File: config.mk
export PLATFORM = sky130hd
export DESIGN_NAME = uic_ctrl
export DESIGN_NICKNAME = d
export VERILOG_FILES = /design/src/include/uic_pkg.sv /design/src/rtl/uic_ctrl.sv /design/src/rtl/uic_prio.sv
export VERILOG_INCLUDE_DIRS = /design/src /design/src/include
export SDC_FILE = /design/constraint.sdc
export NUM_CORES = 1
export LEC_CHECK = 0
export ABC_AREA = 0
export BUFFER_PORTS_ARGS = -buffer_cell sky130_fd_sc_hd__buf_2
export CORE_UTILIZATION = 40
export DETAILED_ROUTE_END_ITERATION = 8
export PLACE_DENSITY = 0.76
export SLEW_MARGIN = 20
export SYNTH_ARGS = -nofsm -noshare
export SYNTH_HDL_FRONTEND = slang
export SYNTH_SLANG_ARGS = --single-unit
File: constraint.sdc
create_clock -name clk_sys -period 1.5 [get_ports clk_sys]
set_clock_uncertainty 0.15 [all_clocks]
set_input_delay 0.075 -clock clk_sys [delete_from_list [all_inputs] [get_ports clk_sys]]
set_output_delay 0.075 -clock clk_sys [all_outputs]
set_load 0.01 [all_outputs]
File: src/include/uic_params.svh
`ifndef UIC_PARAMS_SVH
`define UIC_PARAMS_SVH

// ============================================================
// Bus geometry
`define UIC_AW            4
`define UIC_DW            8
`define UIC_EVW           3

// ============================================================
// Register offsets
`define UIC_OFF_IDCTL     4'h2
`define UIC_OFF_STAT      4'h8
`define UIC_OFF_MASK      4'h9

// ============================================================
// Shared register fields
`define UIC_BIT_QEN       0
`define UIC_BIT_RXRST     1
`define UIC_BIT_TXRST     2
`define UIC_ID_LSB        0
`define UIC_ID_MSB        3
`define UIC_ENR_LSB       6
`define UIC_ENR_MSB       7
`define UIC_ENR_ON        2'h3
`define UIC_ENR_OFF       2'h0

// ============================================================
// Identification codes
`define UIC_ID_NONE       4'h1
`define UIC_ID_THRE       4'h2
`define UIC_ID_RXDATA     4'h4
`define UIC_ID_LINE       4'h6
`define UIC_ID_BUSY       4'h7
`define UIC_ID_TIMEOUT    4'hC
`define UIC_ID_MODEM      4'h0

// ============================================================
// Status event bits
`define UIC_EV_TXRST      0
`define UIC_EV_RXRST      1
`define UIC_EV_PEND       2

// ============================================================
// Reset values
`define UIC_RST_DATA      8'h00
`define UIC_RST_EV        3'h0
`define UIC_RST_ID        4'h1

`endif

File: src/include/uic_pkg.sv
`include "uic_params.svh"

package uic_pkg;

  // ==========================================================
  // Register state of the control block
  typedef struct packed {
    logic [`UIC_DW-1:0]  rdata;
    logic                txr;
    logic                rxr;
    logic                qen;
    logic [`UIC_EVW-1:0] stat;
    logic [`UIC_EVW-1:0] mask;
    logic                irq;
    logic                pend;
  } uic_state_s;

  typedef logic [3:0] uic_id_t;

endpackage : uic_pkg

File: src/rtl/uic_ctrl.sv
// Operation
// RULE_01 - Read returns four-bit pending interrupt code
// RULE_02 - Transmit reset bit empties transmit queue logic
// RULE_03 - Receive reset bit empties receive queue logic
// RULE_04 - Both reset bits clear themselves
// RULE_05 - Enable bit switches both queues together
// RULE_06 - Enable change resets both queue controls
// RULE_07 - Priority: line, rx/timeout, tx empty, modem
// RULE_08 - After reset code reads no interrupt pending
//
// The plain strobed port and the placing of the registers were left to the implementer.

`include "uic_params.svh"

module uic_ctrl
  import uic_pkg::*;
(
  // Clock and reset
  input  wire logic                clk_sys,
  input  wire logic                rst,
  // Register port
  input  wire logic [`UIC_AW-1:0]  addr,
  input  wire logic [`UIC_DW-1:0]  wdata,
  input  wire logic                wr_en,
  input  wire logic                rd_en,
  output      logic [`UIC_DW-1:0]  rdata,
  // Pending interrupt sources
  input  wire logic                line_status_pend,
  input  wire logic                rx_data_pend,
  input  wire logic                char_timeout_pend,
  input  wire logic                tx_holding_empty_pend,
  input  wire logic                modem_pend,
  input  wire logic                busy_pend,
  // Queue control
  output      logic                tx_queue_reset,
  output      logic                rx_queue_reset,
  output      logic                queue_enable,
  // Interrupt
  output      logic                irq
);

  // ==========================================================
  // Identification
  uic_id_t     irq_ident_code;
  uic_state_s  st_r;
  uic_state_s  st_nxt;

  uic_prio u_prio (
    .line_status_pend      (line_status_pend),
    .rx_data_pend          (rx_data_pend),
    .char_timeout_pend     (char_timeout_pend),
    .tx_holding_empty_pend (tx_holding_empty_pend),
    .modem_pend            (modem_pend),
    .busy_pend             (busy_pend),
    .irq_ident_code        (irq_ident_code)
  );

  // ==========================================================
  // Address decode
  logic                wr_id;
  logic                wr_stat;
  logic                wr_mask;
  logic                rd_id;
  logic                rd_stat;
  logic                rd_mask;

  assign wr_id   = wr_en && (addr == `UIC_OFF_IDCTL);
  assign wr_stat = wr_en && (addr == `UIC_OFF_STAT);
  assign wr_mask = wr_en && (addr == `UIC_OFF_MASK);
  assign rd_id   = rd_en && (addr == `UIC_OFF_IDCTL);
  assign rd_stat = rd_en && (addr == `UIC_OFF_STAT);
  assign rd_mask = rd_en && (addr == `UIC_OFF_MASK);

  // ==========================================================
  // Event detection
  logic                en_chg;
  logic                now_pend;
  logic                tx_wr_req;
  logic                rx_wr_req;

  assign en_chg    = wr_id && (wdata[`UIC_BIT_QEN] != st_r.qen); // RULE_06
  assign now_pend  = (irq_ident_code != `UIC_ID_NONE); // RULE_08
  assign tx_wr_req = wr_id && wdata[`UIC_BIT_TXRST]; // RULE_02
  assign rx_wr_req = wr_id && wdata[`UIC_BIT_RXRST]; // RULE_03

  // ==========================================================
  // Next state
  always_comb begin
    logic [`UIC_EVW-1:0] ev_set;
    logic [`UIC_EVW-1:0] ev_clr;
    logic [`UIC_DW-1:0]  rd_word;
    ev_set  = `UIC_RST_EV;
    ev_clr  = `UIC_RST_EV;
    rd_word = `UIC_RST_DATA;
    st_nxt  = st_r;

    // Queue control, self-clearing strobes, one cycle per write
    st_nxt.txr = tx_wr_req || en_chg; // RULE_02 RULE_04 RULE_06
    st_nxt.rxr = rx_wr_req || en_chg; // RULE_03 RULE_04 RULE_06
    if (wr_id) begin
      st_nxt.qen = wdata[`UIC_BIT_QEN]; // RULE_05
    end

    // Mask register
    if (wr_mask) begin
      st_nxt.mask = wdata[`UIC_EVW-1:0];
    end

    // Write-one clear of status
    if (wr_stat) begin
      ev_clr = wdata[`UIC_EVW-1:0];
    end

    // Status events
    st_nxt.pend           = now_pend;
    ev_set[`UIC_EV_TXRST] = st_nxt.txr;
    ev_set[`UIC_EV_RXRST] = st_nxt.rxr;
    ev_set[`UIC_EV_PEND]  = now_pend && !st_r.pend;

    // Set wins over a write-one clear, bit by bit
    for (int i = 0; i < `UIC_EVW; i++) begin
      if (ev_set[i]) begin
        st_nxt.stat[i] = 1'h1;
      end else if (ev_clr[i]) begin
        st_nxt.stat[i] = 1'h0;
      end else begin
        st_nxt.stat[i] = st_r.stat[i];
      end
    end

    // Level interrupt from next status and mask
    st_nxt.irq = |(st_nxt.stat & st_nxt.mask);

    // Read mux, data valid only in the cycle after the strobe
    if (rd_id) begin
      rd_word[`UIC_ID_MSB:`UIC_ID_LSB] = irq_ident_code; // RULE_01 RULE_08
      if (st_r.qen) begin
        rd_word[`UIC_ENR_MSB:`UIC_ENR_LSB] = `UIC_ENR_ON;
      end else begin
        rd_word[`UIC_ENR_MSB:`UIC_ENR_LSB] = `UIC_ENR_OFF;
      end
    end else if (rd_stat) begin
      rd_word[`UIC_EVW-1:0] = st_r.stat;
    end else if (rd_mask) begin
      rd_word[`UIC_EVW-1:0] = st_r.mask;
    end else begin
      rd_word = `UIC_RST_DATA;
    end
    st_nxt.rdata = rd_word;
  end

  // ==========================================================
  // State register
  always_ff @(posedge clk_sys) begin
    if (rst) begin
      st_r.rdata <= `UIC_RST_DATA;
      st_r.txr   <= 1'b0;
      st_r.rxr   <= 1'b0;
      st_r.qen   <= 1'b0;
      st_r.stat  <= `UIC_RST_EV;
      st_r.mask  <= `UIC_RST_EV;
      st_r.irq   <= 1'b0;
      st_r.pend  <= 1'b0;
    end else begin
      st_r <= st_nxt;
    end
  end

  // ==========================================================
  // Outputs
  assign rdata          = st_r.rdata;
  assign tx_queue_reset = st_r.txr;
  assign rx_queue_reset = st_r.rxr;
  assign queue_enable   = st_r.qen;
  assign irq            = st_r.irq;

endmodule : uic_ctrl

File: src/rtl/uic_prio.sv
`include "uic_params.svh"

// ============================================================
// Interrupt identification priority encoder
module uic_prio
  import uic_pkg::*;
(
  // Pending sources
  input  wire logic    line_status_pend,
  input  wire logic    rx_data_pend,
  input  wire logic    char_timeout_pend,
  input  wire logic    tx_holding_empty_pend,
  input  wire logic    modem_pend,
  input  wire logic    busy_pend,
  // Result
  output uic_id_t      irq_ident_code
);

  always_comb begin
    if (line_status_pend) begin
      irq_ident_code = `UIC_ID_LINE; // RULE_07
    end else if (rx_data_pend) begin
      irq_ident_code = `UIC_ID_RXDATA; // RULE_07
    end else if (char_timeout_pend) begin
      irq_ident_code = `UIC_ID_TIMEOUT; // RULE_07
    end else if (tx_holding_empty_pend) begin
      irq_ident_code = `UIC_ID_THRE; // RULE_07
    end else if (modem_pend) begin
      irq_ident_code = `UIC_ID_MODEM; // RULE_07
    end else if (busy_pend) begin
      irq_ident_code = `UIC_ID_BUSY; // RULE_01
    end else begin
      irq_ident_code = `UIC_ID_NONE; // RULE_01 RULE_08
    end
  end

endmodule : uic_prio

==> results of run 1 <==
cell usage after synthesis, types with 2 or more instances:
library cell and instances:
nor3_1 2, buf_4 8, dfxtp_1 16, o21ai_0 3, o21a_1 2, nor2_1 8, inv_1 7, nand2_1 8
clkbuf_1 2, a21oi_1 3
layout make-up:
type	instances	area (sq um)	share of cell area [%]
flip-flops and latches	16	320	28.9
clock buffers	3	22.5	2.03
multi-input cells	56	412	37.2
inverters	7	26.3	2.37
well taps	25	31.3	2.82
repair buffers	42	295	26.7
critical path, cell delays in order:
cell and delay (ns):
dlygate4sd3_1 0.52, buf_2 0.12, nand2_2 0.08, nor3b_2 0.17, dlygate4sd3_1 0.55
per-stage QoR:
stage / hold WS (ns) / std cells / utilization, %
6_report: -0.00292 / 149 / 61.5
5_1_grt: 0.00146 / 149 / 61.5
4_1_cts: -0.00887 / 150 / 60.4
3_5_place_dp: 0.131 / 131 / 50.3
3_3_place_gp: 0.120 / 131 / 50.3
2_1_floorplan: 0.000988 / 89 / -
metal layers:
metal	vias to the layer above	wire length (microns)
met3	4	105
li1	377	-
met5	-	0
met4	0	19
met1	341	832
met2	31	856
logic make-up (layout without fill, tap and decap cells):
kind of cell | Yosys count | count (layout) | synth area share, %
xor+xnor | 1 | 1 | 1.09
buf+inv | 17 | 52 | 11.7
mux | 1 | 1 | 1.25
compound gates | 21 | 21 | 20.5
other cells | 1 | 2 | 0.468
simple gates | 31 | 31 | 25.0
flops | 16 | 16 | 40.0
registers in the layout (all words and copies together) (netlist names):
signal and flops:
st_r 7, irq 1, rdata 5, tx_queue_reset 1, rx_queue_reset 1, queue_enable 1
worst paths after layout:
path,startpoint,endpoint,slack (ns)
worst max-delay path,rd_en,rdata[6],0.06
worst max register to register,queue_enable,st_r[5],0.09
worst min register to register,st_r[3],st_r[3],0.37
worst min-delay path,line_status_pend,st_r[0],-0.003
power by group:
part           switching (mW)  total [mW]  internal [mW]
Combinational          0.0618       0.126         0.0645
Clock                   0.121       0.215         0.0931
Sequential            0.00285       0.435          0.432
Total                   0.186       0.776          0.590
timing repair:
| action | 4_1_cts | 5_1_grt |
|---|---|---|
| endpoints found under the setup margin | 0 | 3 |
| endpoints found under the hold margin | 11 | 0 |
| resized for setup | 0 | 5 |
| hold buffers | 16 | 0 |
==> results.yml, run 1 <==
floorplan:
  dieArea_sq_um: 2180
  coreArea_sq_um: 1800
  start_util_pct: 44.4
  ios: 34
  die_h_microns: 46.7
  die_w_microns: 46.7
  rows: 15
timing:
  hold_ws_ns: -0.00292
  hold_viol: 1
  fin_ws_ns: 0.0630
  maxSlewViolCount: 0
  fmax_mhz: 696
  finalSetupViolCount: 0
  fin_tns_setup_ns: 0
  timing.final.crit_period_ns: 1.44
  period_share_pct: 95.8
clock_network:
  clk_pin_slew_ns: 0.08
  clock-sinks: 16
  cts_buffers: 3
  cts_root_buffer: "clkbuf_4"
  tritoncts: "done"
  clk_latency_ns: 0.28
  clk_path_buf_depth: 2
  cts_setup_buffers: 0
  htree_levels: 1
yosys:
  synth_edf_count: 0
  ys_ff_latch: 16
  ys_types: 39
  netlist_instances: 88
  yosys.area.top_type_share_pct: 40.0
  netlist_top_cells_area: "dfxtp_1 (40%), buf_4 (7.5%), nand2_1 (3.8%)"
  syn_area_per_cell_sq_um: 9.10
  synthArstFlopShare_pct: 0
  ys.flop_type: "dfxtp_1"
  yosysTopAreaCell: "dfxtp_1"
  ys_warn_count: 0
  synthesis.area_sq_um: 801
  seq_area_frac_synth_pct: 40.0
placed_design:
  globalplace.congestion: 0.808
  port_buffers: 26
  placed_area_sq_um: 906
  dp_hpwl_microns: 1220
  pre_cts_ws_ns: 0.110
setup_path:
  cp-start-kind: "input port"
  cp.arrival_ns: 1.51
  crit_path_end_kind: "register"
  cp_max_fo: 4
  critical_path_class: "in2reg"
  r2r_cells: 3
  required_ns: 1.58
drt:
  wire_per_inst_microns: 12.2
  drtIter0Drc: 5
  num_vias: 753
  ant_nets: 0
  drt_first_pass_iters: 4
  via_per_inst: 5.05
  totalWireLength_microns: 1810
  drc: 0
global_route:
  grtUsageMet3_pct: 5.77
  met1_usage_pct: 23.3
  grt_pass1_wl_microns: 2860
  antenna_found_initial: 0
  grt_max_degree: 12
  grt-busiest-layer: "met2"
  grt_use_total_pct: 18.9
  grt_overflow: 0
  met2_usage_pct: 30.3
  grt_pass1_vias: 683
power_and_ir_drop:
  irDropWorstVdd_mv: 0.504
  finalPower_mw: 0.776
  p_leak_nw: 0.517
  power_density_nw_per_um2: 701
layout:
  layout_common_cells: "buf_2 (25), dfxtp_1 (16), dlygate4sd3_1 (15), nor2_1 (8)"
  layout.nets: 148
  layout_commonest_cell: "buf_2"
  drive_above_1_share_pct: 34.7
  syn_to_final_growth_pct: 38.3
  postLayoutCellArea_sq_um: 1110
  fill_cells: 173
  diodes: 0
min_path:
  hp-class: "in2reg"
  hold_path_depth: 4
status:
  violations: "negative hold slack"
  status: "complete, but fails checks"
flow_run:
  maxCapViolations: 0
No activity file was read; power rests on OpenSTA's default activity.
==> run 2, diff against run 1 <==
--- a/config.mk
+++ b/config.mk
@@ -8,9 +8,10 @@
 export LEC_CHECK = 0
 export ABC_AREA = 0
 export BUFFER_PORTS_ARGS = -buffer_cell sky130_fd_sc_hd__buf_2
-export CORE_UTILIZATION = 40
+export CORE_MARGIN = 2
+export CORE_UTILIZATION = 45
 export DETAILED_ROUTE_END_ITERATION = 8
-export PLACE_DENSITY = 0.76
+export PLACE_DENSITY = 0.83
 export SLEW_MARGIN = 20
 export SYNTH_ARGS = -nofsm -noshare
 export SYNTH_HDL_FRONTEND = slang
==> run 2 against run 1 <==
Net effect: the run now ends clean; global-route usage increased by 1.5 points; register-to-register slack about the same; total power increased by 9.1%; final cell count unchanged; setup slack got worse by 0.044 ns; non-clock buffer count decreased by 1; utilization increased by 3.1 points; hold slack improved by 0.0066 ns; via count increased by 7.0%; critical path type unchanged; critical endpoint is now st_r[5]; largest cell class unchanged; largest power group unchanged; highest routed layer unchanged.
==> results.yml, run 2 (same netlist as run 1, synthesis figures left out) <==
clock_network:
  htree_levels: 1
  clk_pin_slew_ns: 0.09
  cts_root_buffer: "clkbuf_4"
  tritoncts: "done"
  cts_setup_buffers: 0
  clock-sinks: 16
  cts_buffers: 3
  clk_path_buf_depth: 2
  clk_latency_ns: 0.29
drt:
  wire_per_inst_microns: 13.0
  drc: 0
  num_vias: 806
  totalWireLength_microns: 1940
  drt_first_pass_iters: 4
  ant_nets: 0
  via_per_inst: 5.41
  drtIter0Drc: 28
global_route:
  grt_overflow: 0
  grt_use_total_pct: 20.4
  grt_pass1_vias: 756
  grt_pass1_wl_microns: 3130
  grt_max_degree: 13
  antenna_found_initial: 0
placed_design:
  dp_hpwl_microns: 1270
  globalplace.congestion: 0.860
  port_buffers: 26
  dp.cells: 131
  pre_cts_ws_ns: 0.121
layout:
  drive_above_1_share_pct: 35.5
  layout_commonest_cell: "buf_2"
  layout.nets: 147
  layout_common_cells: "buf_2 (26), dfxtp_1 (16), dlygate4sd3_1 (14), nor2_1 (8), nand2_1 (8)"
  top_register: "st_r"
  diodes: 0
  finalNonFillerCells: 149
  reg.largest.list: "st_r: 7 flops, rdata: 5 flops"
  largest_reg_flops: 7
  fill_cells: 141
  syn_to_final_growth_pct: 37.7
floorplan:
  rows: 15
  ios: 34
  dieArea_sq_um: 2130
  coreArea_sq_um: 1710
  start_util_pct: 46.9
  die_h_microns: 46.2
  die_w_microns: 46.2
min_path:
  hp-class: "in2reg"
  holdPathEnd: "st_r[0]"
  hold_path_depth: 4
  min_from: "char_timeout_pend"
timing:
  finalSetupViolCount: 0
  maxSlewViolCount: 0
  hold_viol: 0
  fin_tns_setup_ns: 0
  fin_ws_ns: 0.0193
  fmax_mhz: 675
  period_share_pct: 98.7
  timing.final.crit_period_ns: 1.48
  hold_ws_ns: 0.00369
setup_path:
  crit_path_end_kind: "register"
  cp.arrival_ns: 1.52
  critical_path_class: "in2reg"
  timing.rr.start: "queue_enable"
  crit_path_cell_trace: "dlygate4sd3_1 > buf_2 > xor2_2 > o2111a_1 > or2_2"
  required_ns: 1.53
  r2r_setup_slack_ns: 0.08
  r2r-end: "st_r[5]"
  r2r_cells: 3
  cp-start-kind: "input port"
  critPathMaxStageDelay_ns: 0.53
  cp_max_fo: 4
  slowest_stage: "dlygate4sd3_1"
power_and_ir_drop:
  power_density_nw_per_um2: 768
  p_leak_nw: 0.506
  irDropWorstVdd_mv: 0.477
  finalPower_mw: 0.847
status:
  status: "finished, final reports clean"
flow_run:
  maxCapViolations: 0
[run 2: worst max-delay path, delay by kind of cell]
kind | cells | cell delay [ns]
buffers and inverters | 2 | 0.69
AND/OR/NAND/NOR | 1 | 0.29
AO/OA/AOI/OAI | 1 | 0.28
XOR/XNOR | 1 | 0.17
[run 2: metal layers]
metal	global-route usage, %	share of wire [%]	up-vias	wire (microns)
li1	-	-	378	-
met3	2.35	5.2	10	101
met4	12.0	3.6	0	69
met1	23.9	40	379	769
met2	35.3	51	39	997
met5	0	0	-	0
[run 2: timing repair]
| action | 4_1_cts | 5_1_grt |
|---|---|---|
| hold endpoints to repair | 11 | 0 |
| hold buffers | 14 | 0 |
| endpoints found under the setup margin | 0 | 2 |
| resized for setup | 0 | 3 |
[run 2: worst max path at each step]
| stage | startpoint | end | slack, ns | cells after the start |
|---|---|---|---|---|
| detailed placement | queue_enable | irq | 0.12 | 4 |
| finish | wdata[0] | st_r[5] | 0.02 | 5 |
| floorplan | queue_enable | st_r[5] | 0.17 | 3 |
| CTS | wdata[0] | irq | 0.03 | 6 |
| global route | wdata[0] | st_r[5] | -0.01 | 5 |
| global placement | addr[0] | irq | 0.14 | 6 |
[run 2: metrics by stage]
step / utilization [%] / cell area [sq um]
after floorplan: - / 805
final: 64.5 / 1100
after global routing: 64.5 / 1100
after detailed placement: 53.0 / 906
after CTS: 63.4 / 1080
after global placement: 53.0 / 906
[run 2: layout make-up]
type | count | area (sq um) | share of cell area (%)
repair buffers | 41 | 278 | 25.2
well taps | 25 | 31.3 | 2.84
inverters | 7 | 26.3 | 2.38
clock buffers | 4 | 36.3 | 3.29
multi-input cells | 56 | 410 | 37.2
flip-flops and latches | 16 | 320 | 29.1
[run 2: power breakdown]
| part | switching, mW | internal [mW] | total [mW] | leakage [nW] |
|---|---|---|---|---|
| Clock | 0.137 | 0.148 | 0.285 | 0.0210 |
| Sequential | 0.00282 | 0.433 | 0.435 | 0.130 |
| Combinational | 0.0634 | 0.0632 | 0.127 | 0.356 |
==> run 3, diff against run 2 <==
==> constraint.sdc (replaced) <==
create_clock -name clk_sys -period 1.6 [get_ports clk_sys]
set_clock_uncertainty 0.15 [all_clocks]
set_input_delay 0.08 -clock clk_sys [delete_from_list [all_inputs] [get_ports clk_sys]]
set_output_delay 0.08 -clock clk_sys [all_outputs]
set_load 0.01 [all_outputs]
==> run 3 against run 2 <==
Net effect: total power is 7.4% lower; setup slack better by 0.030 ns; non-clock buffer count down 1; clock power shrank 9.5%; sequential cell count unchanged; critical path type unchanged; critical endpoint is now irq.
==> results.yml, run 3 (same netlist as run 1, synthesis figures left out) <==
drt:
  wire_per_inst_microns: 12.9
  drt_first_pass_iters: 4
  ant_nets: 0
  totalWireLength_microns: 1900
  num_vias: 757
  drtIter0Drc: 11
  drc: 0
  via_per_inst: 5.11
global_route:
  grt_max_degree: 15
  grt_pass1_vias: 709
  antenna_found_initial: 0
  grt_pass1_wl_microns: 2770
  grt_use_total_pct: 18.4
  grt_overflow: 0
timing:
  period_share_pct: 96.9
  timing.final.crit_period_ns: 1.55
  fin_tns_setup_ns: 0
  rsz0062_at_grt: "false"
  finalSetupViolCount: 0
  hold_viol: 0
  fmax_mhz: 645
  maxSlewViolCount: 0
  hold_ws_ns: 0.0480
setup_path:
  r2r_cells: 4
  slowest_stage: "dlygate4sd3_1"
  r2r-end: "irq"
  cp-start-kind: "input port"
  critical_path_class: "in2reg"
  r2r_setup_slack_ns: 0.21
  cp.arrival_ns: 1.61
  timing.rr.start: "queue_enable"
  cp_num_buf_inv: 2
  crit_path_cell_trace: "dlygate4sd3_1 > buf_2 > and4bb_4 > a311o_1 > o31a_2 > o221ai_2"
  critical-path-top-delay-family: "buffers and inverters"
  cp_max_fo: 7
  required_ns: 1.66
  critPathMaxStageDelay_ns: 0.53
  crit_path_end_kind: "register"
floorplan:
  ios: 34
  die_h_microns: 46.2
  start_util_pct: 46.9
  dieArea_sq_um: 2130
  die_w_microns: 46.2
  rows: 15
  coreArea_sq_um: 1710
clock_network:
  tritoncts: "done"
  cts_buffers: 3
  htree_levels: 1
  clock-sinks: 16
  cts_root_buffer: "clkbuf_4"
  clk_path_buf_depth: 2
  clk_latency_ns: 0.28
  clk_pin_slew_ns: 0.09
layout:
  layout.nets: 146
  diodes: 0
  layout_common_cells: "buf_2 (25), dfxtp_1 (16), dlygate4sd3_1 (12), nor2_1 (8), nand2_1 (8)"
  layout_commonest_cell: "buf_2"
  reg.largest.list: "st_r: 7 flops, rdata: 5 flops"
  syn_to_final_growth_pct: 36.4
  drive_above_1_share_pct: 34.1
  top_register: "st_r"
  finalNonFillerCells: 148
  largest_reg_flops: 7
status:
  status: "finished, final reports clean"
placed_design:
  globalplace.congestion: 0.843
  dp.cells: 131
  port_buffers: 26
  dp_hpwl_microns: 1300
power_and_ir_drop:
  p_leak_nw: 0.503
  power_density_nw_per_um2: 718
  irDropWorstVdd_mv: 0.461
min_path:
  holdPathEnd: "st_r[0]"
  hold_path_depth: 4
  hp-class: "in2reg"
  min_from: "rx_data_pend"
flow_run:
  maxCapViolations: 0
==> run 3: report_power, final <==
part | internal (mW) | switching [mW] | leakage, nW
Combinational | 0.0577 | 0.0596 | 0.352
Clock | 0.138 | 0.120 | 0.0210
Sequential | 0.406 | 0.00259 | 0.130
Total | 0.602 | 0.182 | 0.503
==> run 3: through the flow <==
stage / setup slack, ns / utilization, % / instance area (sq um) / power (mW)
finish: 0.0492 / 64.0 / 1090 / 0.784
global route: 0.0164 / 64.0 / 1090 / 0.816
CTS: 0.0184 / 62.8 / 1070 / 0.787
detailed placement: 0.220 / 53.0 / 906 / 0.505
global placement: 0.235 / 53.0 / 906 / 0.502
floorplan: 0.270 / - / 805 / 0.466
==> run 3: what timing repair did <==
| action | 4_1_cts | 5_1_grt |
|---|---|---|
| hold buffers | 13 | 1 |
| endpoints found under the hold margin | 11 | 1 |
| gates resized for setup | 0 | 3 |
| endpoints found under the setup margin | 0 | 2 |
| buffers inserted | 0 | 1 |
==> run 3: final cells by class <==
| type | count | area, sq um |
|---|---|---|
| flip-flops and latches | 16 | 320 |
| clock buffers | 4 | 36.3 |
| repair buffers | 40 | 273 |
| fillers | 134 | 616 |
| multi-input cells | 56 | 405 |
| well taps | 25 | 31.3 |
| inverters | 7 | 26.3 |
==> run 3: worst max-delay path by stage <==
| stage | from | slack [ns] | to | depth (start not counted) |
|---|---|---|---|---|
| final | wr_en | 0.05 | irq | 6 |
| after global routing | wr_en | 0.02 | irq | 6 |
| after CTS | wr_en | 0.02 | irq | 6 |
| after detailed placement | char_timeout_pend | 0.22 | irq | 5 |
| after global placement | addr[0] | 0.24 | irq | 6 |
| after floorplan | queue_enable | 0.27 | st_r[5] | 3 |
==> run 3: worst register-to-register path, cell delays in order (launching register included) <==
cell and delay [ns]:
dfxtp_1 0.40, xor2_1 0.26, o211ai_1 0.12, a32o_2 0.25
o221ai_2 0.14
==> run 3: per-layer routing <==
layer / GRT usage [%] / vias up / wire length, microns
met1: 19.3 / 356 / 767
met4: 11.4 / 0 / 12
met5: 0 / - / 0
li1: - / 377 / -
met3: 2.35 / 2 / 73
met2: 33.9 / 22 / 1050
